`config.mk`:
```
export PLATFORM = sky130hd
export DESIGN_NAME = sfs_front_end
export DESIGN_NICKNAME = d
export VERILOG_FILES = /design/src/hw/sfs_pkg.sv /design/src/hw/sfs_front_end.sv
export SDC_FILE = /design/constraint.sdc
export NUM_CORES = 1
export LEC_CHECK = 0
export BUFFER_PORTS_ARGS = -buffer_cell sky130_fd_sc_hd__buf_2
export CAP_MARGIN = 10
export CORE_MARGIN = 2
export CORE_UTILIZATION = 49
export DETAILED_ROUTE_END_ITERATION = 8
export PLACE_DENSITY_LB_ADDON = 0.08
export SLEW_MARGIN = 10
export SYNTH_ARGS = -nofsm -noshare
export SYNTH_HDL_FRONTEND = slang
export SYNTH_SLANG_ARGS = --single-unit
export TNS_END_PERCENT = 100
```
`constraint.sdc`:
```
create_clock -name i_sys_clk -period 5.75 [get_ports i_sys_clk]
set_input_delay 0.8625 -clock i_sys_clk [delete_from_list [all_inputs] [get_ports i_sys_clk]]
set_output_delay 0.8625 -clock i_sys_clk [all_outputs]
set_load 0.03 [all_outputs]
```
`src/hw/sfs_pkg.sv`:
```
// Notes on behaviour
// - link runs in clock mode 0 or 3
// - sample on rising edge, change on falling
// - all bytes shift most significant bit first
// - releasing select ends the current operation
// - unknown opcode ignored until select re-asserted
// - early release before opcode/address does nothing
// - addressed commands carry exactly three address bytes
// - address bits 23 to 19 are ignored
// - dual read drives two bits per clock
// - quad read drives four bits per clock
// - erase in 4K, 32K, 64K, whole chip
// - erase opcode selects aligned region size
// - eight 64K sectors, 32K halves, 4K blocks
// - page program stays within aligned 256 bytes
// - serial output floats while deselected
package sfs_pkg;

    // ----------------------------------------
    // geometry and field positions
    // ----------------------------------------
    localparam int SFS_ADDR_W = 19;         // used array address bits
    localparam int SFS_BYTE_W = 8;          // bits per byte
    localparam int SFS_SHIFT_W = 24;        // three address bytes
    localparam int SFS_FIFO_DEPTH = 4;      // read data buffer depth
    localparam logic [4:0] SFS_BYTE_LAST = 5'h07;
    localparam logic [4:0] SFS_ADDR_LAST = 5'h17;
    localparam logic [18:0] SFS_MASK_4K = 19'h7_F000;
    localparam logic [18:0] SFS_MASK_32K = 19'h7_8000;
    localparam logic [18:0] SFS_MASK_64K = 19'h7_0000;
    localparam logic [18:0] SFS_MASK_PAGE = 19'h7_FF00;

    // ----------------------------------------
    // opcodes
    // ----------------------------------------
    localparam logic [7:0] SFS_OP_READ = 8'h03;
    localparam logic [7:0] SFS_OP_READ_FAST = 8'h0B;
    localparam logic [7:0] SFS_OP_READ_DUAL = 8'h3B;
    localparam logic [7:0] SFS_OP_READ_QUAD = 8'h6B;
    localparam logic [7:0] SFS_OP_ERASE_4K = 8'h20;
    localparam logic [7:0] SFS_OP_ERASE_32K = 8'h52;
    localparam logic [7:0] SFS_OP_ERASE_64K = 8'hD8;
    localparam logic [7:0] SFS_OP_ERASE_CHIP_A = 8'h60;
    localparam logic [7:0] SFS_OP_ERASE_CHIP_B = 8'hC7;
    localparam logic [7:0] SFS_OP_PROGRAM = 8'h02;

    // ----------------------------------------
    // types
    // ----------------------------------------
    typedef enum logic [2:0] {
        SFS_IDLE = 3'b000,
        SFS_OPCODE = 3'b001,
        SFS_ADDR = 3'b010,
        SFS_DUMMY = 3'b011,
        SFS_READ = 3'b100,
        SFS_PROG = 3'b101,
        SFS_IGNORE = 3'b110
    } sfs_phase_t;

    typedef enum logic [1:0] {
        SFS_LANE_1 = 2'b00,
        SFS_LANE_2 = 2'b01,
        SFS_LANE_4 = 2'b10
    } sfs_lane_t;

    typedef enum logic [2:0] {
        SFS_K_NONE = 3'b000,
        SFS_K_READ = 3'b001,
        SFS_K_ERASE_4K = 3'b010,
        SFS_K_ERASE_32K = 3'b011,
        SFS_K_ERASE_64K = 3'b100,
        SFS_K_ERASE_CHIP = 3'b101,
        SFS_K_PROGRAM = 3'b110
    } sfs_kind_t;

    // command issued to the array side
    typedef struct packed {
        logic valid;
        sfs_kind_t kind;
        logic [18:0] addr;
    } sfs_cmd_t;

    // one program byte with its array address
    typedef struct packed {
        logic valid;
        logic [18:0] addr;
        logic [7:0] data;
    } sfs_prog_t;

endpackage
```
`src/hw/sfs_front_end.sv`:
```
`timescale 1ns/100ps

// ----------------------------------------
// read data buffer
// ----------------------------------------
module sfs_fifo #(
    parameter int W = 8,
    parameter int DEPTH = 4
) (
    // clock and reset
    input wire logic i_sys_clk,
    input wire logic i_rst,
    input wire logic i_flush,
    // filling side
    input wire logic i_in_valid,
    input wire logic [W-1:0] i_in_data,
    output logic o_in_ready,
    // draining side
    output logic o_out_valid,
    output logic [W-1:0] o_out_data,
    input wire logic i_out_ready
);
    localparam int AW = $clog2(DEPTH);

    if (DEPTH < 2 || (DEPTH & (DEPTH - 1)) != 0)
    begin : g_depth_check
        $error("fifo depth must be a power of two, at least 2");
    end

    // whole buffer state
    typedef struct packed {
        logic [DEPTH-1:0][W-1:0] mem;
        logic [AW-1:0] wr;
        logic [AW-1:0] rd;
        logic [AW:0] cnt;
        logic in_rdy;
    } sfs_fifo_st_t;

    sfs_fifo_st_t s_q, s_d;
    logic push, pop;

    assign o_in_ready = s_q.in_rdy;
    assign o_out_valid = (s_q.cnt != '0);
    assign o_out_data = s_q.mem[s_q.rd];

    // pointer and count update
    always_comb
    begin
        s_d = s_q;
        push = i_in_valid && s_q.in_rdy;
        pop = i_out_ready && (s_q.cnt != '0);
        if (push)
        begin
            s_d.mem[s_q.wr] = i_in_data;
            s_d.wr = s_q.wr + 1'b1;
        end
        if (pop)
        begin
            s_d.rd = s_q.rd + 1'b1;
        end
        s_d.cnt = s_q.cnt + {{AW{1'b0}}, push} - {{AW{1'b0}}, pop};
        // flush drops stale bytes of a previous read
        if (i_flush)
        begin
            s_d.wr = '0;
            s_d.rd = '0;
            s_d.cnt = '0;
        end
        s_d.in_rdy = (s_d.cnt != DEPTH[AW:0]);
    end

    // state register
    always_ff @(posedge i_sys_clk)
    begin
        if (i_rst)
        begin
            s_q <= '0;
        end
        else
        begin
            s_q <= s_d;
        end
    end
endmodule // sfs_fifo

// ----------------------------------------
// serial flash link front end
// ----------------------------------------
module sfs_front_end
    import sfs_pkg::*;
#(
    parameter int RD_DEPTH = SFS_FIFO_DEPTH
) (
    // clock and reset
    input wire logic i_sys_clk,
    input wire logic i_rst,
    // serial link pins
    input wire logic i_sck,
    input wire logic i_cs_n,
    input wire logic [3:0] i_quad_data_lines,
    output logic [3:0] o_quad_data_lines,
    output logic [3:0] o_quad_data_lines_oe_n,
    // commands and program data to the array
    output sfs_cmd_t o_cmd,
    output sfs_prog_t o_prog,
    // read data from the array
    input wire logic i_rd_valid,
    input wire logic [7:0] i_rd_data,
    output logic o_rd_ready,
    output logic o_rd_underrun
);
    if (RD_DEPTH < 2)
    begin : g_depth_check
        $error("read buffer depth must be at least 2");
    end

    // whole link state
    typedef struct packed {
        logic sck_s1, sck_s2, sck_s3;     // clock synchroniser and edge tap
        logic cs_s1, cs_s2;               // select synchroniser
        logic [3:0] qd_s1, qd_s2;         // data line synchroniser
        sfs_phase_t phase;
        logic [4:0] cnt;                  // bits taken in the field
        logic [23:0] shin;                // incoming shift register
        sfs_kind_t kind;
        sfs_lane_t lanes;
        logic dummy;                      // read needs a dummy byte
        logic [18:0] page;                // program page base
        logic [7:0] off;                  // program byte offset
        logic [7:0] osr;                  // outgoing shift register
        logic [3:0] oleft;                // bits left in osr
        logic [3:0] qd_out;
        logic [3:0] qd_oe_n;
        sfs_cmd_t cmd;
        sfs_prog_t prog;
        logic underrun;
    } sfs_st_t;

    sfs_st_t s_q, s_d;
    logic rise, fall, si;             // link events of this cycle
    logic [7:0] op_in;                // completed opcode
    logic [23:0] a_in;                // completed address
    logic [7:0] ob;                   // byte being shifted out
    logic [3:0] step;                 // bits per falling edge
    logic flush, pop;
    logic fifo_valid;
    logic [7:0] fifo_data;
    sfs_phase_t ph;

    // ----------------------------------------
    // read data buffer
    // ----------------------------------------
    sfs_fifo #(.W(SFS_BYTE_W), .DEPTH(RD_DEPTH)) sfs_fifo_i (
        .i_sys_clk(i_sys_clk),
        .i_rst(i_rst),
        .i_flush(flush),
        .i_in_valid(i_rd_valid),
        .i_in_data(i_rd_data),
        .o_in_ready(o_rd_ready),
        .o_out_valid(fifo_valid),
        .o_out_data(fifo_data),
        .i_out_ready(pop)
    );

    // ----------------------------------------
    // link sequencing
    // ----------------------------------------
    // next state of sampling, decode and shifting
    always_comb
    begin
        s_d = s_q;
        flush = 1'b0;
        pop = 1'b0;
        ob = s_q.osr;
        step = 4'h1;
        si = s_q.qd_s2[0];
        op_in = {s_q.shin[6:0], si};   // msb first
        a_in = {s_q.shin[22:0], si};
        // edges found on the synchronised clock, either idle level
        rise = s_q.sck_s2 && !s_q.sck_s3;
        fall = !s_q.sck_s2 && s_q.sck_s3;
        ph = (s_q.phase == SFS_IDLE) ? SFS_OPCODE : s_q.phase;
        s_d.sck_s1 = i_sck;
        s_d.sck_s2 = s_q.sck_s1;
        s_d.sck_s3 = s_q.sck_s2;
        s_d.cs_s1 = i_cs_n;
        s_d.cs_s2 = s_q.cs_s1;
        s_d.qd_s1 = i_quad_data_lines;
        s_d.qd_s2 = s_q.qd_s1;
        s_d.cmd.valid = 1'b0;
        s_d.prog.valid = 1'b0;
        s_d.underrun = 1'b0;
        if (s_q.cs_s2)
        begin
            // release ends or drops the operation
            s_d.phase = SFS_IDLE;
            s_d.cnt = '0;
            s_d.lanes = SFS_LANE_1;
            s_d.oleft = '0;
        end
        else
        begin
            s_d.phase = ph;
            unique case (ph)
                SFS_OPCODE:
                begin
                    if (rise)
                    begin
                        // opcode is the first byte after select
                        s_d.shin = a_in;
                        s_d.cnt = s_q.cnt + 5'h01;
                        if (s_q.cnt == SFS_BYTE_LAST)
                        begin
                            s_d.cnt = '0;
                            s_d.phase = SFS_ADDR;
                            s_d.dummy = 1'b0;
                            s_d.lanes = SFS_LANE_1;
                            unique case (op_in)
                                SFS_OP_READ: s_d.kind = SFS_K_READ;
                                SFS_OP_READ_FAST:
                                begin
                                    s_d.kind = SFS_K_READ;
                                    s_d.dummy = 1'b1;
                                end
                                SFS_OP_READ_DUAL:
                                begin
                                    s_d.kind = SFS_K_READ;
                                    s_d.dummy = 1'b1;
                                    s_d.lanes = SFS_LANE_2;
                                end
                                SFS_OP_READ_QUAD:
                                begin
                                    s_d.kind = SFS_K_READ;
                                    s_d.dummy = 1'b1;
                                    s_d.lanes = SFS_LANE_4;
                                end
                                // erase granularity chosen by opcode
                                SFS_OP_ERASE_4K: s_d.kind = SFS_K_ERASE_4K;
                                SFS_OP_ERASE_32K: s_d.kind = SFS_K_ERASE_32K;
                                SFS_OP_ERASE_64K: s_d.kind = SFS_K_ERASE_64K;
                                SFS_OP_PROGRAM: s_d.kind = SFS_K_PROGRAM;
                                SFS_OP_ERASE_CHIP_A, SFS_OP_ERASE_CHIP_B:
                                begin
                                    // whole chip needs no address
                                    s_d.kind = SFS_K_ERASE_CHIP;
                                    s_d.phase = SFS_IGNORE;
                                    s_d.cmd = '{1'b1, SFS_K_ERASE_CHIP, '0};
                                end
                                default:
                                begin
                                    // unknown opcode: deaf until reselect
                                    s_d.kind = SFS_K_NONE;
                                    s_d.phase = SFS_IGNORE;
                                end
                            endcase
                        end
                    end
                end
                SFS_ADDR:
                begin
                    if (rise)
                    begin
                        s_d.shin = a_in;
                        s_d.cnt = s_q.cnt + 5'h01;
                        // three address bytes complete the header
                        if (s_q.cnt == SFS_ADDR_LAST)
                        begin
                            s_d.cnt = '0;
                            // upper five bits dropped
                            s_d.cmd.valid = 1'b1;
                            s_d.cmd.kind = s_q.kind;
                            s_d.cmd.addr = a_in[SFS_ADDR_W-1:0];
                            s_d.phase = SFS_IGNORE;
                            unique case (s_q.kind)
                                // aligned region holding the address
                                SFS_K_ERASE_4K: s_d.cmd.addr = a_in[18:0] & SFS_MASK_4K;
                                SFS_K_ERASE_32K: s_d.cmd.addr = a_in[18:0] & SFS_MASK_32K;
                                SFS_K_ERASE_64K: s_d.cmd.addr = a_in[18:0] & SFS_MASK_64K;
                                SFS_K_PROGRAM:
                                begin
                                    s_d.page = a_in[18:0] & SFS_MASK_PAGE;
                                    s_d.off = a_in[7:0];
                                    s_d.phase = SFS_PROG;
                                end
                                SFS_K_READ:
                                begin
                                    flush = 1'b1;
                                    s_d.phase = s_q.dummy ? SFS_DUMMY : SFS_READ;
                                end
                                default: s_d.cmd.valid = 1'b0;
                            endcase
                        end
                    end
                end
                SFS_DUMMY:
                begin
                    if (rise)
                    begin
                        s_d.cnt = s_q.cnt + 5'h01;
                        if (s_q.cnt == SFS_BYTE_LAST)
                        begin
                            s_d.phase = SFS_READ;
                        end
                    end
                end
                SFS_READ:
                begin
                    // output changes only on falling edges
                    if (fall)
                    begin
                        step = (s_q.lanes == SFS_LANE_4) ? 4'h4 :
                               (s_q.lanes == SFS_LANE_2) ? 4'h2 : 4'h1;
                        if (s_q.oleft == 4'h0)
                        begin
                            pop = 1'b1;
                            ob = fifo_valid ? fifo_data : 8'h00;
                            s_d.underrun = !fifo_valid;
                            s_d.oleft = 4'h8 - step;
                        end
                        else
                        begin
                            s_d.oleft = s_q.oleft - step;
                        end
                        s_d.osr = ob << step;
                        unique case (s_q.lanes)
                            SFS_LANE_4: s_d.qd_out = ob[7:4];
                            SFS_LANE_2: s_d.qd_out = {2'b00, ob[7:6]};
                            default: s_d.qd_out = {2'b00, ob[7], 1'b0};
                        endcase
                    end
                end
                SFS_PROG:
                begin
                    if (rise)
                    begin
                        s_d.shin = a_in;
                        s_d.cnt = s_q.cnt + 5'h01;
                        if (s_q.cnt == SFS_BYTE_LAST)
                        begin
                            // offset wraps inside the page
                            s_d.cnt = '0;
                            s_d.prog = '{1'b1, s_q.page | {11'h000, s_q.off}, op_in};
                            s_d.off = s_q.off + 8'h01;
                        end
                    end
                end
                default:
                begin
                    s_d.phase = SFS_IGNORE;
                end
            endcase
        end
        // pin direction per phase
        if (s_q.cs_s2)
        begin
            s_d.qd_oe_n = 4'hF;
        end
        else if (s_q.phase == SFS_READ && s_q.lanes == SFS_LANE_4)
        begin
            s_d.qd_oe_n = 4'h0;
        end
        else if (s_q.phase == SFS_READ && s_q.lanes == SFS_LANE_2)
        begin
            s_d.qd_oe_n = 4'hC;
        end
        else
        begin
            s_d.qd_oe_n = 4'hD;
        end
    end

    // state register
    always_ff @(posedge i_sys_clk)
    begin
        if (i_rst)
        begin
            s_q <= '0;
            s_q.cs_s1 <= 1'b1;
            s_q.cs_s2 <= 1'b1;
            s_q.qd_oe_n <= 4'hF;
        end
        else
        begin
            s_q <= s_d;
        end
    end

    assign o_quad_data_lines = s_q.qd_out;
    assign o_quad_data_lines_oe_n = s_q.qd_oe_n;
    assign o_cmd = s_q.cmd;
    assign o_prog = s_q.prog;
    assign o_rd_underrun = s_q.underrun;

    // helper: last programmed page within a frame
    logic [10:0] last_page_q;
    logic prog_seen_q;
    always_ff @(posedge i_sys_clk)
    begin
        if (i_rst || s_q.cs_s2)
        begin
            prog_seen_q <= 1'b0;
            last_page_q <= '0;
        end
        else if (s_q.prog.valid)
        begin
            prog_seen_q <= 1'b1;
            last_page_q <= s_q.prog.addr[18:8];
        end
    end
endmodule // sfs_front_end

```
==> metrics.md <==
| Metric | Value |
|---|---|
| Post_cts resized | 0 |
| Root Buffer | clkbuf_16 |
| Final Util | 53.9% |
| RSZ-0062 raised after global routing | no |
| Crit path launch | s_q[136] |
| Largest net degree at the start of global routing | 96 |
| Leak pwr | between 0.003 and 0.004 uW |
| I/O Buffers | 74 |
| Crit path launch type | register |
| Synth Net Count | 995 |
| Routed vias/inst | 5.65 |
| Max-slew headroom | between 10% and 20% |
| Hold_buf cts | 0 |
| Worst-path clk slew | 0.07 ns |
| Hold depth | 2 |
| R2R Path Start | s_q[136] |
| CP max FO | 17 |
| Layout area overhead | 6.68% |
| Worst slew pin tran | around 1.2 ns |
| Diodes inserted | 0 |
| Most frequent cells in the layout | dfxtp_1 (169), nand2_1 (140), a21oi_1 (106) |
| Register area share after synthesis | between 40% and 50% |
| Worst vdd ir | 221 uV |
| FP Rows | 46 |
| R2R cell count | 10 |
| Fin crit period | around 3.4 ns |
| Vias | about 6.5k |
| Post-route ant nets | 0 |
| Hold WC Path Type | register to register |
| TritonCTS clock tree | built |
| Cell area after layout | roughly 8600 um^2 |
| Mapped Area | roughly 8100 um^2 |
| Wire length per cell | 16.1 um |
| Iteration-0 DRC count of the detailed router | between 600 and 700 |
| Post-DP HPWL | roughly 12000 um |
| Hold Startpoint | o_cmd[17] |
| EDFF count, synth | 0 |
| Synth cell types | 63 |
| # IOs | between 70 and 80 |
| Mean Syn Cell Area | approximately 8.4 um^2 |
| Chip height | 132 um |
| Initial antenna violation count | 0 |
| Number of setup buffers added after CTS | 0 |
| Setup Crit Path Kind | register to register |
| Arrival time worst endpoint | 3.64 ns |
| Fin crit share | between 50 and 60% |
| Multi-input gate area | just under 4000 um^2 |
| Worst setup EP type | register |
| Core ar. | between 15000 and 20000 um^2 |
| Initial core utilization | ~50% |
| Final setup vio count | 0 |
| Worst hold endpoint | o_cmd[17] |
| Vias in the first global route | roughly 6k |
| Synthesized flop and latch total | about 170 |
| TNS Setup | 0 ns |
| GRT Util Overall | a little over a fifth |
| Placed instance area | ~8000 um^2 |
| Status | complete, no violations |
| Post-layout net count | 961 |
| Die outline width | roughly 130 um |
| Worst Skew | roughly 0.013 ns |
| Fin. Hold Viols | 0 |
| Ys flop type | dfxtp_1 |
| Synth Warn # | 0 |
| TritonCTS Sinks | approximately 170 |
| Skew-Pair Late Insertion Delay | between 0.4 and 0.5 ns |
| Global-route wire length before repair | 30900 um |
| R2R Path End | sfs_fifo_i.o_in_ready |
| Commonest non-fill, non-tap cell in the layout | dfxtp_1 |
| First-pass detailed-route iteration total | 5 |
| Placer Congestion | about 0.88 |
| Max-slew violations | 0 |
| Worst R2R Setup Slack | around 2.4 ns |
| Worst EP required | a little over 6 ns |
| GRT overflow | 0 |
| Power Density | about 280 nW/um^2 |
| Number of CTS-inserted buffers | 17 |
| Layout cell share with drive strength beyond 1 | around 15% |
| Syn Inst Count | just under 1k |
| Max Root-Sink Buffers | 2 |
| Drt drc | 0 |
| Max Cap Viol | 0 |
| FF/Latch Area | approximately 3400 um^2 |
| Asr flop ratio synth | 0% |
| Fill cells | 1494 |
| CTS H-tree lvls | 4 |
| Drt total wl | ~19000 um |
| FMAX | around 300 MHz |
| Die area | 17500 um^2 |
[synth_stat cells (all sizes together) (2+ instances only)]
cell	instances	area [um^2]
o41a	6	67.6
inv	18	67.6
clkbuf	61	229
mux2i	36	360
a21oi	106	531
o211ai	2	15.0
o31ai	3	22.5
nand3	47	235
a2111oi	3	45.1
fa	2	40.0
and3b	2	17.5
nor2b	13	81.3
xnor2	5	43.8
and2	4	25.0
a22o	2	17.5
a221oi	3	26.3
nor4	6	50.0
xor2	4	35.0
nor2	85	319
buf	74	512
nand4	6	37.5
a311oi	6	52.6
or3b	3	26.3
o31a	3	26.3
o2111ai	17	149
nand2b	7	51.3
and3	8	50.1
nand2	140	526
ha	13	163
or2	4	25.0
nor3	16	90.1
a211oi	8	60.1
nor3b	4	35.0
or3	7	43.8
a31oi	12	75.1
dfxtp	169	3380
or4	2	15.0
o21a	3	22.5
o22ai	2	12.5
a22oi	8	60.1
mux4	8	180
nand3b	3	22.5
o21ai	22	114
[logic make-up (layout without fill, tap and decap cells)]
| logic type | Yosys count | after routing | share of synthesized area (%) |
|---|---|---|---|
| AND/OR/NAND/NOR | 363 | 363 | 21.2 |
| multiplexers | 44 | 44 | 6.71 |
| XOR/XNOR | 9 | 9 | 0.979 |
| buffers and inverters | 154 | 133 | 10.1 |
| AO/OA/AOI/OAI | 209 | 209 | 16.4 |
| adder cells (fa/ha/maj) | 15 | 15 | 2.52 |
| flip-flops | 169 | 169 | 42.0 |
[sequential cells by signal (all words and copies together), names as in the netlist]
signal,count
a_in,19
o_cmd,23
o_quad_data_lines,4
o_rd_underrun,1
o_quad_data_lines_oe_n,3
o_prog,28
sfs_fifo_i.o_in_ready,1
s_d,4
sfs_fifo_i.s_q,39
s_q,47
[layout make-up]
cell class | count | share of cell area (%)
multi-input cells | 640 | 45.0
well taps | 216 | 3.15
repair buffers | 82 | 5.04
inverters | 19 | 0.830
flip-flops and latches | 169 | 39.4
clock inverters | 14 | 1.46
clock buffers | 18 | 5.11
[power by group]
part | switching [uW] | total [uW] | internal, uW
sequential | 10.0 | 1190 | 1180
clock | 511 | 1090 | 583
combinational | 68.4 | 99.0 | 30.6
total | 589 | 2380 | 1800
[per-layer routing]
layer | track usage (%) | share of wire (%) | vias to the layer above
met3 | 4.38 | 5.2 | 18
met4 | 6.51 | 1.3 | 0
li1 | - | - | 3231
met2 | 33.0 | 45 | 182
met1 | 31.2 | 48 | 3112
met5 | 0 | 0 | -
[per-stage QoR]
step	cells	power (uW)	setup slack (ns)	hold slack [ns]
finish	1158	2380	2.39	0.449
global placement	1126	1310	2.46	0.403
detailed placement	1126	1320	2.45	0.413
CTS	1158	2410	2.43	0.454
floorplan	963	1290	2.99	0.389
global route	1158	2470	2.18	0.463
[worst max-delay path: stages (launching register included)]
cell and delay (ns):
dfxtp_1 0.71, or3b_2 0.55, nor4b_2 0.23, buf_4 0.22, and2_1 0.23, ha_1 0.25, inv_1 0.06, ha_1 0.15
fa_1 0.43, nor4_1 0.30, nor2_1 0.07
[worst max path at each step]
stage	endpoint	cells past startpoint
after detailed placement	sfs_fifo_i.o_in_ready	10
after floorplan	sfs_fifo_i.o_in_ready	10
after global placement	sfs_fifo_i.o_in_ready	10
after global routing	sfs_fifo_i.o_in_ready	10
after CTS	sfs_fifo_i.o_in_ready	10
final	sfs_fifo_i.o_in_ready	10
Note: power is estimated with default switching activity, not from simulation.
